[config.mk]
export PLATFORM = sky130hd
export DESIGN_NAME = itxfc_top
export DESIGN_NICKNAME = d
export VERILOG_FILES = /design/src/rtl/itxfc_pkg.sv /design/src/rtl/itxfc_fifo_if.sv /design/src/rtl/itxfc_fifo.sv /design/src/rtl/itxfc_top.sv
export SDC_FILE = /design/constraint.sdc
export NUM_CORES = 1
export LEC_CHECK = 0
export BUFFER_PORTS_ARGS = -buffer_cell sky130_fd_sc_hd__buf_2
export CORE_MARGIN = 2
export CORE_UTILIZATION = 60
export CTS_BUF_LIST = sky130_fd_sc_hd__clkbuf_4 sky130_fd_sc_hd__clkbuf_8
export DETAILED_ROUTE_END_ITERATION = 8
export PLACE_DENSITY_LB_ADDON = 0.3
export SLEW_MARGIN = 20
export SYNTH_ARGS = -nofsm -noshare
export SYNTH_HDL_FRONTEND = slang
export SYNTH_SLANG_ARGS = --single-unit
export TNS_END_PERCENT = 30
[constraint.sdc]
create_clock -name i_core_clk -period 3.4 [get_ports i_core_clk]
set_input_delay 0.34 -clock i_core_clk [delete_from_list [all_inputs] [get_ports i_core_clk]]
set_output_delay 0.34 -clock i_core_clk [all_outputs]
set_load 0.01 [all_outputs]
[src/rtl/itxfc_pkg.sv]
// itxfc_pkg: register map, field positions and reset values of the
// transmit fifo control block.
// assumes a 32-bit Avalon-MM slave port with byte addresses.
package itxfc_pkg;

    // ==========================================================
    // register offsets (byte addresses)
    localparam logic [7:0] ITXFC_OFS_TXC_PRI = 8'h24;
    localparam logic [7:0] ITXFC_OFS_TXC_SEC = 8'h28;
    localparam logic [7:0] ITXFC_OFS_TX_DATA = 8'h40;
    localparam logic [7:0] ITXFC_OFS_INT_STS = 8'h44;
    localparam logic [7:0] ITXFC_OFS_INT_MSK = 8'h48;

    // ==========================================================
    // tx_control_primary fields
    localparam int ITXFC_PRI_PRELOAD = 0;

    // ==========================================================
    // tx_control_secondary fields
    localparam int ITXFC_SEC_TXRDY = 0;
    localparam int ITXFC_SEC_GC_DIS = 2;
    localparam int ITXFC_SEC_SLA_DIS = 4;
    localparam int ITXFC_SEC_NACK_DIS = 5;
    localparam int ITXFC_SEC_CNT_LO = 8;
    localparam int ITXFC_SEC_CNT_HI = 11;
    // writable storage bits of the secondary register (count excluded)
    localparam logic [31:0] ITXFC_SEC_WR_MASK = 32'hFFFF_F0FF;
    localparam logic [31:0] ITXFC_SEC_RESET = 32'h0000_0001;
    localparam logic [31:0] ITXFC_PRI_RESET = 32'h0000_0000;

    // ==========================================================
    // interrupt status / mask fields
    localparam int ITXFC_INT_LOCK = 0;
    localparam int ITXFC_INT_FLUSH = 1;
    localparam int ITXFC_INT_W = 2;
    localparam logic [ITXFC_INT_W-1:0] ITXFC_INT_RESET = 2'h0;

    // ==========================================================
    // fifo defaults
    localparam int ITXFC_FIFO_DEPTH = 8;
    localparam int ITXFC_FIFO_WIDTH = 8;

    // bus slave handshake phase
    typedef enum logic [0:0] {
        ITXFC_BUS_IDLE = 1'b0,
        ITXFC_BUS_ACK  = 1'b1
    } itxfc_bus_t;

endpackage

[src/rtl/itxfc_fifo_if.sv]
// itxfc_fifo_if: connection between the control logic and the fifo
// storage. all signals are synchronous to one clock.
`timescale 1ns/1ps
interface itxfc_fifo_if #(
    parameter int WIDTH = 8,
    parameter int DEPTH = 8
);
    logic push;
    logic [WIDTH-1:0] push_data;
    logic pop;
    logic flush;
    logic [WIDTH-1:0] pop_data;
    logic [$clog2(DEPTH):0] count;
    logic full;
    logic empty;

    modport ctrl (output push, push_data, pop, flush,
                  input pop_data, count, full, empty);
    modport mem (input push, push_data, pop, flush,
                 output pop_data, count, full, empty);
endinterface

[src/rtl/itxfc_fifo.sv]
// itxfc_fifo: transmit byte storage with registered read data.
// assumes the controller never pushes when full or pops when empty;
// such requests are dropped. flush wins over push and pop.
`timescale 1ns/1ps
module itxfc_fifo
    import itxfc_pkg::*;
#(
    parameter int WIDTH = ITXFC_FIFO_WIDTH,
    parameter int DEPTH = ITXFC_FIFO_DEPTH
) (
    // clock and reset
    input wire logic i_core_clk,
    input wire logic i_rst_n,
    // fifo port
    itxfc_fifo_if.mem f
);
    localparam int AW = $clog2(DEPTH);

    logic [WIDTH-1:0] mem_r [DEPTH];
    logic [AW-1:0] wr_ptr_r;
    logic [AW-1:0] rd_ptr_r;
    logic [AW:0] count_r;
    logic [WIDTH-1:0] rdata_r;
    wire do_push = f.push && !f.full && !f.flush;
    wire do_pop = f.pop && !f.empty && !f.flush;

    assign f.count = count_r;
    assign f.full = (count_r == (AW+1)'(DEPTH));
    assign f.empty = (count_r == '0);
    assign f.pop_data = rdata_r;

    // ==========================================================
    // storage, no reset needed on the array
    always_ff @(posedge i_core_clk) begin
        if (do_push) begin
            mem_r[wr_ptr_r] <= f.push_data;
        end
    end

    // ==========================================================
    // pointers and count; flush empties in one cycle
    always_ff @(posedge i_core_clk) begin
        if (!i_rst_n || f.flush) begin
            wr_ptr_r <= '0;
            rd_ptr_r <= '0;
            count_r <= '0;
        end else begin
            if (do_push) begin
                wr_ptr_r <= wr_ptr_r + 1'b1;
            end
            if (do_pop) begin
                rd_ptr_r <= rd_ptr_r + 1'b1;
            end
            count_r <= count_r + (AW+1)'(do_push) - (AW+1)'(do_pop);
        end
    end

    always_ff @(posedge i_core_clk) begin
        if (!i_rst_n) begin
            rdata_r <= '0;
        end else if (do_pop) begin
            rdata_r <= mem_r[rd_ptr_r];
        end
    end
endmodule // itxfc_fifo

[src/rtl/itxfc_top.sv]
// itxfc_top: transmit fifo control of a two-wire serial slave.
// assumes the serial engine gives one-cycle event pulses synchronous
// to i_core_clk and pops a byte per pulse of i_tx_pop.
// Summary of operation
// - preload off: match locks, sets lock flag, flushes unless its disable bit is set
// - preload on: match neither locks nor sets flag
// - secondary bits 11:8 report fifo byte count
// - bit 5 clear: nack at end flushes fifo
// - bit 4 clear: slave address match flushes fifo
// - bit 2 clear: general call match flushes fifo
// - disable bits ignored in master mode
// - preload: ready cleared, nack address until set
`timescale 1ns/1ps
module itxfc_top
    import itxfc_pkg::*;
#(
    parameter int FIFO_DEPTH = ITXFC_FIFO_DEPTH,
    parameter int FIFO_WIDTH = ITXFC_FIFO_WIDTH
) (
    // clock and reset
    input wire logic i_core_clk,
    input wire logic i_rst_n,
    // avalon-mm slave
    input wire logic [7:0] i_avs_address,
    input wire logic i_avs_read,
    input wire logic i_avs_write,
    input wire logic [3:0] i_avs_byteenable,
    input wire logic [31:0] i_avs_writedata,
    output logic [31:0] o_avs_readdata,
    output logic o_avs_waitrequest,
    // serial engine events
    input wire logic i_master_mode,
    input wire logic i_sla_match,
    input wire logic i_gc_match,
    input wire logic i_nack_end,
    input wire logic i_tx_pop,
    // serial engine data and status
    output logic [FIFO_WIDTH-1:0] o_tx_data,
    output logic o_tx_empty,
    output logic o_addr_ack,
    // interrupt
    output logic o_irq
);
    // ==========================================================
    // helpers
    function automatic logic [31:0] be_mask(input logic [3:0] be);
        logic [31:0] m;
        m = '0;
        for (int i = 0; i < 4; i++) begin
            m[i*8 +: 8] = {8{be[i]}};
        end
        return m;
    endfunction

    function automatic logic [31:0] merge(input logic [31:0] old,
                                          input logic [31:0] wd,
                                          input logic [31:0] m);
        return (old & ~m) | (wd & m);
    endfunction

    // ==========================================================
    // fifo instance
    itxfc_fifo_if #(.WIDTH(FIFO_WIDTH), .DEPTH(FIFO_DEPTH)) fif ();

    itxfc_fifo #(
        .WIDTH(FIFO_WIDTH),
        .DEPTH(FIFO_DEPTH)
    ) u_fifo (
        .i_core_clk(i_core_clk),
        .i_rst_n(i_rst_n),
        .f(fif.mem)
    );

    // ==========================================================
    // bus slave: one wait cycle, then answer
    itxfc_bus_t bus_r;
    logic [31:0] rdata_r;
    logic [31:0] pri_r;
    logic [31:0] sec_r;
    logic [ITXFC_INT_W-1:0] sts_r;
    logic [ITXFC_INT_W-1:0] msk_r;

    wire req = i_avs_read || i_avs_write;
    wire acc = req && (bus_r == ITXFC_BUS_ACK);
    wire wr_en = i_avs_write && acc;
    wire [31:0] wmask = be_mask(i_avs_byteenable);
    wire wr_pri = wr_en && (i_avs_address == ITXFC_OFS_TXC_PRI);
    wire wr_sec = wr_en && (i_avs_address == ITXFC_OFS_TXC_SEC);
    wire wr_dat = wr_en && (i_avs_address == ITXFC_OFS_TX_DATA) && i_avs_byteenable[0];
    wire wr_sts = wr_en && (i_avs_address == ITXFC_OFS_INT_STS);
    wire wr_msk = wr_en && (i_avs_address == ITXFC_OFS_INT_MSK);

    assign o_avs_waitrequest = req && (bus_r == ITXFC_BUS_IDLE);
    assign o_avs_readdata = rdata_r;

    // ==========================================================
    // event decode
    wire preload = pri_r[ITXFC_PRI_PRELOAD];
    wire slave = !i_master_mode;
    wire match = slave && (i_sla_match || i_gc_match);
    wire lock = sts_r[ITXFC_INT_LOCK];
    // disable bits are only looked at in slave mode
    wire fl_sla = slave && i_sla_match && !sec_r[ITXFC_SEC_SLA_DIS];
    wire fl_gc = slave && i_gc_match && !sec_r[ITXFC_SEC_GC_DIS];
    wire fl_nack = slave && i_nack_end && !sec_r[ITXFC_SEC_NACK_DIS];
    // preload mode keeps the preloaded bytes on a match
    wire auto_flush = ((fl_sla || fl_gc) && !preload) || fl_nack;
    wire lock_set = match && !preload;
    wire txrdy = preload ? sec_r[ITXFC_SEC_TXRDY] : 1'b1;
    // preload was clear, so only the written lane decides a rise
    wire pre_rise = wr_pri && !preload && wmask[ITXFC_PRI_PRELOAD] &&
                    i_avs_writedata[ITXFC_PRI_PRELOAD];

    // ==========================================================
    // fifo side
    assign fif.flush = auto_flush;
    // writes are dropped while the fifo is locked
    assign fif.push = wr_dat && !lock;
    assign fif.push_data = i_avs_writedata[FIFO_WIDTH-1:0];
    assign fif.pop = i_tx_pop;
    assign o_tx_data = fif.pop_data;
    assign o_tx_empty = fif.empty;
    assign o_addr_ack = slave && txrdy;
    assign o_irq = |(sts_r & msk_r);

    // ==========================================================
    // read mux
    logic [31:0] sec_view;
    logic [31:0] rd_mux;
    always_comb begin
        sec_view = sec_r;
        sec_view[ITXFC_SEC_CNT_HI:ITXFC_SEC_CNT_LO] = 4'(fif.count);
        sec_view[ITXFC_SEC_TXRDY] = txrdy;
        unique case (i_avs_address)
            ITXFC_OFS_TXC_PRI: rd_mux = pri_r;
            ITXFC_OFS_TXC_SEC: rd_mux = sec_view;
            ITXFC_OFS_INT_STS: rd_mux = 32'(sts_r);
            ITXFC_OFS_INT_MSK: rd_mux = 32'(msk_r);
            default: rd_mux = 32'h0000_0000;
        endcase
    end

    always_ff @(posedge i_core_clk) begin
        if (!i_rst_n) begin
            bus_r <= ITXFC_BUS_IDLE;
            rdata_r <= 32'h0000_0000;
        end else begin
            bus_r <= (req && bus_r == ITXFC_BUS_IDLE) ? ITXFC_BUS_ACK : ITXFC_BUS_IDLE;
            if (i_avs_read && bus_r == ITXFC_BUS_IDLE) begin
                rdata_r <= rd_mux;
            end
        end
    end

    // ==========================================================
    // control registers; reserved bits of primary and secondary are plain storage
    logic [31:0] sec_nxt;
    wire [31:0] msk_wd = merge(32'(msk_r), i_avs_writedata, wmask);
    always_comb begin
        sec_nxt = sec_r;
        if (wr_sec) begin
            sec_nxt = merge(sec_r, i_avs_writedata, wmask & ITXFC_SEC_WR_MASK);
        end
        if (pre_rise) begin
            sec_nxt[ITXFC_SEC_TXRDY] = 1'b0;
        end
    end

    always_ff @(posedge i_core_clk) begin
        if (!i_rst_n) begin
            pri_r <= ITXFC_PRI_RESET;
            sec_r <= ITXFC_SEC_RESET;
            msk_r <= ITXFC_INT_RESET;
        end else begin
            if (wr_pri) begin
                pri_r <= merge(pri_r, i_avs_writedata, wmask);
            end
            sec_r <= sec_nxt;
            if (wr_msk) begin
                msk_r <= msk_wd[ITXFC_INT_W-1:0];
            end
        end
    end

    // ==========================================================
    // sticky status, write one to clear; a new event wins
    logic [ITXFC_INT_W-1:0] sts_set;
    logic [ITXFC_INT_W-1:0] sts_clr;
    assign sts_set = {auto_flush, lock_set};
    assign sts_clr = wr_sts ? (i_avs_writedata[ITXFC_INT_W-1:0] &
                               wmask[ITXFC_INT_W-1:0]) : '0;

    always_ff @(posedge i_core_clk) begin
        if (!i_rst_n) begin
            sts_r <= ITXFC_INT_RESET;
        end else begin
            sts_r <= (sts_r & ~sts_clr) | sts_set;
        end
    end

    // lock is sticky until software writes a one to it
    wire lock_w1c = wr_sts && i_avs_writedata[ITXFC_INT_LOCK] && i_avs_byteenable[0];
endmodule // itxfc_top

### Word level (Yosys, flattened, before mapping)

Memory sizes are Yosys's and may differ from the RTL's. A register that Yosys moved wholly into a read port is not among the register bits.
Index checks and enable logic that the tools add are counted.

* input port bits: 53
* logic and storage cells: 92
* memories: 1
* register bits after elaboration: 111
* RAM bits: 64

Memory list
* u_fifo.mem_r: words 8, width 8, rd ports 1, clocked after Yosys merged registers in 1, wr ports 1, RTL line itxfc_fifo.sv:19 `logic [WIDTH-1:0] mem_r [DEPTH];`

* add/sub/neg operators: 4
* reduce and logical (&&, ||, !) cells: 47
* eq/ne operators: 6
* bitwise logic cells: 16
* mux-type cells: 8

Operator list (count)
* bitwise AND 32 bit: 4
* one-hot mux 32 bit (4 select lines): 1
* inverter 32 bit: 2
* OR 32 bit: 2
* logical AND 1 bit: 28
* equality test 8 x 7 -> 1 bit, second input constant: 3
* equality test 8 x 6 -> 1 bit, second input constant: 2
* logical NOT 1 bit: 11
* bitwise AND 2 bit: 4
* adder 3 x 1 -> 3 bit, second input constant: 2
* 2-to-1 mux 1 bit: 6
* logical OR 1 bit: 5
* adder 4 x 1 -> 4 bit: 1
* equality test 4 bit, second input constant: 1
* logical NOT 4 bit: 1
* OR 2 bit: 2
* subtractor 4 x 1 -> 4 bit: 1
* 2-to-1 mux 2 bit: 1
* inverter 2 bit: 1
* nonzero test 2 bit: 1
* OR reduction 2 bit: 1
* inverter 1 bit: 1

### Depth between registers and ports, before layout

Gate-level depths: netlist (run 1).

* depth after elaboration: 10
* gate-level depth with buffers: 13
* depth with buffers taken out: 12

### By module

Synthesis (run 1) repeated with hierarchy kept, for this count alone.

* cells, all modules: 643
* area total of the unflattened synthesis: 7075.5 µm²

By module, submodules not included
* itxfc_top: times used 1, sequential area each 1941.9 µm², area each 3781.1 µm², cells an instance 433
* itxfc_fifo: times used 1, sequential area each 2282.2 µm², area each 3294.4 µm², cells an instance 210

### Worst setup path after synthesis (run 1)

Ideal clock, no wire load.

* path type: input to register
* start: in i_avs_address[3]
* end: mem u_fifo.mem_r[0][0], enable pin
* data arrival time: 2319 ps
* setup time: 395 ps
* stages: 4
* path slack: 687 ps
* cell sequence: or4_1 a311oi_2 nand4_2 nor4_1

* word-level cells in the longest chain between the ends: 8

RTL lines
* start, declared: RTL line itxfc_top.sv:24 `input wire logic [7:0] i_avs_address,`
* equality test 8 x 7 -> 1 bit: RTL line itxfc_top.sv:89 `wire wr_dat = wr_en && (i_avs_address == ITXFC_OFS_TX_DATA) && i_avs_byteenable[0];`
* logical AND 1 bit (2 in a row): RTL line itxfc_top.sv:89
* logical AND 1 bit: RTL line itxfc_top.sv:118 `assign fif.push = wr_dat && !lock;`
* logical AND 1 bit (2 in a row): RTL line itxfc_fifo.sv:24 `wire do_push = f.push && !f.full && !f.flush;`
* 2-to-1 mux 1 bit: RTL line itxfc_fifo.sv:35 `if (do_push) begin`
* 2-to-1 mux 1 bit (implied by the code): RTL line itxfc_fifo.sv:36 `mem_r[wr_ptr_r] <= f.push_data;`
* end, declared: RTL line itxfc_fifo.sv:19

No other way between the ends.

### Worst setup path in the final report (run 1)

* start: reg u_fifo.count_r[2] (netlist: u_fifo.f.count[2])
* end: reg u_fifo.count_r[2] (netlist: u_fifo.f.count[2])

* word-level cells in the longest chain between the ends: 6

RTL lines
* start, declared: RTL line itxfc_fifo.sv:22 `logic [AW:0] count_r;`
* start signal, assigned: RTL line itxfc_fifo.sv:54 `count_r <= count_r + (AW+1)'(do_push) - (AW+1)'(do_pop);`
* equality test 4 bit: RTL line itxfc_fifo.sv:28 `assign f.full = (count_r == (AW+1)'(DEPTH));`
* logical NOT 1 bit: RTL line itxfc_fifo.sv:24
* logical AND 1 bit (2 in a row): RTL line itxfc_fifo.sv:24
* adder 4 x 1 -> 4 bit: RTL line itxfc_fifo.sv:54
* subtractor 4 x 1 -> 4 bit *: RTL line itxfc_fifo.sv:54

Mark *: on every way between the ends. The rest lies on a longest branch, timed or not.
A chain may end at the register's enable or synchronous reset.

==> results.json, run 1 <==
{
  "power_density_mw_per_mm2": 482,
  "hold_path_class": "input pin to register",
  "ios": 97,
  "tns_ps": 0,
  "via_per_inst": 6.10,
  "crit_fanout": 11,
  "cts.sinks": 179,
  "cts_setup_buffers": 0,
  "ctsHoldBuffers": 0,
  "status": "finished clean",
  "worst_slew_pin_slew_ps": 898,
  "grt_pass1_vias": 5235,
  "synthArstFlopShare_pct": 0,
  "path_class": "register to register",
  "die-width_um": 114,
  "syn-num-nets": 663,
  "die_area_mm2": 0.0131,
  "drt_iter0_drc": 509,
  "root_buffer": "clkbuf_8",
  "synth.yosys.seq_area_share_pct": 57.7,
  "internal-power_w": 0.00328,
  "synth_edf_count": 64,
  "worst_setup_path_start_kind": "register",
  "yosys-top-cells-area": "dfxtp_1 31%, edfxtp_1 26%, mux2i_1 9.8%",
  "hold_viol": 0,
  "ctsResizeCount": 0,
  "route.vias.total": 5229,
  "crit_required_ps": 3750,
  "gp_congestion": 0.916,
  "power.leakage_nw": 3.22,
  "slowest_stage": "or3b_1",
  "p_switching_w": 0.000811,
  "grt_pass1_wl_um": 26600,
  "hpwl_um": 11600,
  "syn_area_mm2": 0.00732,
  "max-cap-violations": 0,
  "placementRows": 40,
  "seq_power_share_pct": 54.2,
  "antenna_left": 0,
  "n_antenna_cell": 0,
  "path_buf_inv": 3,
  "cp_cell_sequence": "inv_1, ha_1, or3b_1, and2_1, and3_1, ha_1, inv_1, ha_1, inv_1, fa_1, xor2_1, nor2_1",
  "routed_wl_um": 16800,
  "clock_latency_ps": 460,
  "use_met2_pct": 42.4,
  "coreArea_mm2": 0.0120,
  "nets": 759,
  "ir_worst_vdd_uv": 321,
  "rsz0062_at_grt": "false",
  "grt-ovfl-total": 0,
  "wl_per_cell_um": 19.6,
  "avgSynthCellArea_um2": 12.2,
  "firstDrtPassIters": 5,
  "synth-main-ff-cell": "dfxtp_1",
  "path_delay_family": "simple AND/OR/NAND/NOR gates",
  "timing.hold.ws_ps": 118,
  "syn-instance-count": 601,
  "max_clock_freq_ghz": 0.335,
  "period_needed_ps": 2990,
  "die-height_um": 114,
  "area_delta_synth_final_pct": 15.9,
  "path_clk_slew_ps": 90,
  "synth_top_area_cell": "dfxtp_1",
  "clock-skew-final_ps": 18.1,
  "endpoint_kind": "register",
  "grt_max_degree": 51,
  "ys_types": 47,
  "num-fill-cells": 819,
  "switching_share_pct": 19.8,
  "drcViolationCount": 0,
  "fin_crit_sh_pct": 87.9,
  "max_stage_delay_ps": 380,
  "clk_path_buf_depth": 2,
  "initial_core_util_pct": 61.2,
  "setup_viol": 0,
  "grtUsageTotal_pct": 26.6,
  "drv_slew": 0,
  "grt_use_met1_pct": 34.2,
  "p_comb_share_pct": 3.5,
  "dp.cells": 825,
  "power_frac_clock_pct": 42.2,
  "relSlewSlack_pct": 40.1,
  "htree_num_levels": 4,
  "fin_cells": 857,
  "cts_tree": "done",
  "grt_use_met3_pct": 7.31,
  "worstPathArrival_ps": 3340,
  "layout-drive-gt1-share_pct": 25.2,
  "synth_seq_cells": 179,
  "busiest_layer": "met2",
  "yosys_warnings": 0,
  "numPortBuffers": 96,
  "antenna_found_initial": 0,
  "cts_buffers": 17,
  "synth_top_area_share_pct": 31.4
}
[synth_stat cells, types with 2 or more instances]
master and count:
a31oi_1 9, a2bb2oi_1 26, nand2b_1 4, nor4b_2 4, inv_1 11, ha_1 8, nor3_4 6, nor4_1 2
nand4_1 3, dfxtp_1 115, nand2_1 9, buf_2 3, o22a_2 2, o21ai_0 7, or4b_1 3, a22oi_1 34
o21ai_1 2, nor3_1 5, mux4_2 16, buf_1 2, nand3_1 16, a21oi_1 3, or3b_1 2, buf_6 2
nor2b_1 6, edfxtp_1 64, mux2i_1 72, a211oi_1 8, xnor2_1 2, clkbuf_1 32, xor2_1 3, and3_1 5
nor2_1 96, and2_1 6
[worst min-delay path: cells and delay by family]
family,cells,cell delay [ps]
and+or+nand+nor,1,70
muxes,1,60
buffers and inverters,1,70
[routing by layer]
layer,up-vias,part of all wire (%)
met4,0,1.7
met1,2616,42
met3,24,6.5
met5,-,0
met2,172,50
li1,2417,-
[power by group through the flow]
| stage | combinational [W] | clock, W | sequential (W) |
|---|---|---|---|
| after global placement | 0.000137 | 0 | 0.00227 |
| after detailed placement | 0.000143 | 0 | 0.00227 |
| final | 0.000145 | 0.00173 | 0.00222 |
| after global routing | 0.000156 | 0.00184 | 0.00222 |
| after floorplan | 0.0000666 | 0 | 0.00227 |
| after CTS | 0.000143 | 0.00176 | 0.00222 |
[path summary, 6_finish.rpt]
path | from | endpoint | slack [ps] | depth (start not counted)
hold reg to reg | register | register | 490 | 2
setup / recovery | u_fifo.f.count[2] | u_fifo.f.count[2] | 410 | 12
hold / removal | i_avs_writedata[10] | register | 120 | 3
setup reg to reg | u_fifo.f.count[2] | u_fifo.f.count[2] | 410 | 12
[cell usage in the layout, fill, tap and decap left out, types with 9 or more instances in the layout]
| cell type | count |
|---|---|
| dfxtp_1 | 115 |
| nor2_1 | 96 |
| buf_2 | 96 |
| mux2i_1 | 72 |
| edfxtp_1 | 64 |
| a22oi_1 | 34 |
| a2bb2oi_1 | 26 |
| buf_4 | 20 |
| clkbuf_8 | 19 |
| nand3_1 | 16 |
| mux4_2 | 16 |
| inv_1 | 11 |
| nand2_1 | 9 |
| a31oi_1 | 9 |
[kinds of logic (layout without fill, tap and decap cells)]
logic type | after synthesis | count (layout) | share of synthesized area (%)
AO/OA/AOI/OAI | 96 | 96 | 9.93
XOR/XNOR | 5 | 5 | 0.598
adder cells (fa/ha/maj) | 9 | 9 | 1.64
flip-flops | 179 | 179 | 57.7
AND/OR/NAND/NOR | 173 | 173 | 12.5
multiplexers | 88 | 88 | 14.8
buffers and inverters | 51 | 160 | 2.87
[final cells by class]
| class | instances | area (µm²) | share of cell area (%) |
|---|---|---|---|
| clock buffers | 23 | 292 | 3.44 |
| clock inverters | 9 | 203 | 2.39 |
| inverters | 12 | 45.0 | 0.531 |
| multi-input cells | 371 | 2910 | 34.3 |
| flip-flops and latches | 179 | 4220 | 49.8 |
| well taps | 147 | 184 | 2.17 |
| repair buffers | 116 | 631 | 7.43 |
[stage by stage]
step           cell area (µm²)  worst slack, ps  utilization (%)  total power, W
3_5_place_dp              7990              435             66.8         0.00241
4_1_cts                   8480              413             70.9         0.00412
6_report                  8480              411             70.9         0.00409
2_1_floorplan             7320              687                -         0.00233
3_3_place_gp              7990              596             66.8         0.00240
5_1_grt                   8480              263             70.9         0.00422
No activity file was read; power rests on OpenSTA's default activity.
==> run 2, diff against run 1 <==
--- a/config.mk
+++ b/config.mk
@@ -9,5 +9,6 @@
 export CORE_MARGIN = 2
-export CORE_UTILIZATION = 60
+export CORE_UTILIZATION = 55
 export CTS_BUF_LIST = sky130_fd_sc_hd__clkbuf_4 sky130_fd_sc_hd__clkbuf_8
 export DETAILED_ROUTE_END_ITERATION = 8
+export HOLD_SLACK_MARGIN = 0.05
 export PLACE_DENSITY_LB_ADDON = 0.3
--- a/constraint.sdc
+++ b/constraint.sdc
@@ -3,2 +3,2 @@
 set_output_delay 0.34 -clock i_core_clk [all_outputs]
-set_load 0.01 [all_outputs]
+set_load 0.1 [all_outputs]
==> results.json, run 2 (same netlist as run 1, synthesis figures left out) <==
{
  "status": "finished clean",
  "hold_path_class": "input pin to register",
  "die_area_mm2": 0.0143,
  "tns_ps": 0,
  "routed_wl_um": 16500,
  "antenna_found_initial": 0,
  "power.leakage_nw": 3.18,
  "max_clock_freq_ghz": 0.342,
  "max_stage_delay_ps": 390,
  "setup_slack_ps": 477,
  "hold_viol": 0,
  "final_cell_mix": "115 x dfxtp_1, 96 x nor2_1, 96 x buf_2",
  "layout-drive-gt1-share_pct": 25.1,
  "clock-skew-final_ps": 9.48,
  "period_needed_ps": 2920,
  "ios": 97,
  "fin_total_pwr_w": 0.00385,
  "grt_pass1_wl_um": 26300,
  "hp-start": "i_avs_writedata[8]",
  "slowest_stage": "or3b_1",
  "grt_max_degree": 80,
  "worstPathArrival_ps": 3260,
  "power_density_mw_per_mm2": 457,
  "crit_required_ps": 3740,
  "path_class": "register to register",
  "die-height_um": 119,
  "cp_cell_sequence": "inv_1, ha_1, or3b_1, and2_1, and3_1, ha_1, inv_1, ha_1, inv_1, fa_1, xor2_1, nor2_1",
  "htree_num_levels": 4,
  "drcViolationCount": 0,
  "cts_setup_buffers": 0,
  "grt_use_met1_pct": 32.4,
  "max-cap-violations": 0,
  "ir_worst_vdd_uv": 272,
  "use_met2_pct": 38.0,
  "rsz0062_at_grt": "false",
  "area_delta_synth_final_pct": 15.1,
  "reg2reg_from": "u_fifo.f.count[2]",
  "cts_buffers": 17,
  "via_per_inst": 5.81,
  "num-fill-cells": 1046,
  "post-route-cell-area_mm2": 0.00843,
  "worst_slew_pin_slew_ps": 888,
  "clk_path_buf_depth": 2,
  "hpwl_um": 11500,
  "ctsResizeCount": 0,
  "grt_use_met3_pct": 6.03,
  "drv_slew": 0,
  "multi_input_area_mm2": 0.00291,
  "gp_congestion": 0.815,
  "placementRows": 42,
  "cts.sinks": 179,
  "worst_setup_path_start_kind": "register",
  "busiest_layer": "met2",
  "final_common_cell": "dfxtp_1",
  "drt_iter0_drc": 369,
  "grt_pass1_vias": 5087,
  "ctsHoldBuffers": 0,
  "regArea_mm2": 0.00422,
  "fin_crit_sh_pct": 86.0,
  "grt-ovfl-total": 0,
  "crit_fanout": 11,
  "grtUsageTotal_pct": 24.0,
  "clock_latency_ps": 450,
  "placed_area_mm2": 0.00802,
  "cts_tree": "done",
  "numPortBuffers": 96,
  "route.vias.total": 5142,
  "endpoint_kind": "register",
  "crit_path_start": "u_fifo.f.count[2]",
  "nets": 758,
  "firstDrtPassIters": 5,
  "setup_viol": 0,
  "n_antenna_cell": 0,
  "coreArea_mm2": 0.0131,
  "die-width_um": 119,
  "relSlewSlack_pct": 40.7,
  "root_buffer": "clkbuf_8",
  "path_clk_slew_ps": 80,
  "antenna_left": 0,
  "initial_core_util_pct": 55.7,
  "wl_per_cell_um": 18.6,
  "place_ws_ps": 504
}
[run 2: power breakdown]
part / internal (W) / switching (W)
registers: 0.00221 / 0.00000365
clock network: 0.000789 / 0.000690
logic: 0.0000431 / 0.000112
[run 2: routing by layer]
layer,vias up,part of all wire (%)
li1,2422,-
met1,2524,44
met2,178,48
met3,18,6.8
met4,0,1.5
met5,-,0
[run 2: cell type report]
cell class | count | share of cell area (%)
sequential | 179 | 50.1
multi-input combinational | 371 | 34.5
timing repair buffer | 115 | 7.39
clock buffer | 28 | 4.05
tap | 176 | 2.61
clock inverter | 4 | 0.846
inverter | 12 | 0.534
[run 2: metrics by stage]
step           hold slack [ps]  util [%]  cells
6_report                   135      64.2    885
5_1_grt                    127      64.2    885
4_1_cts                    113      64.2    885
3_5_place_dp               468      61.0    853
3_3_place_gp               459      61.0    853
2_1_floorplan              439         -    601
[run 2: worst paths after layout]
| kind | to | slack (ps) | cells after the start |
|---|---|---|---|
| worst max-delay path | u_fifo.f.count[2] | 480 | 12 |
| worst min register to register | o_avs_readdata[30] | 490 | 2 |
| worst max register to register | u_fifo.f.count[2] | 480 | 12 |
| worst min-delay path | register | 140 | 3 |
[run 2: worst max-delay path, delay by kind of cell (launching register included)]
family	cells	cell delay [ps]
buffers and inverters	3	210
xor gates and xnor gates	1	140
DFF	1	310
and+or+nand+nor	4	1150
adders and majority gates	4	1000
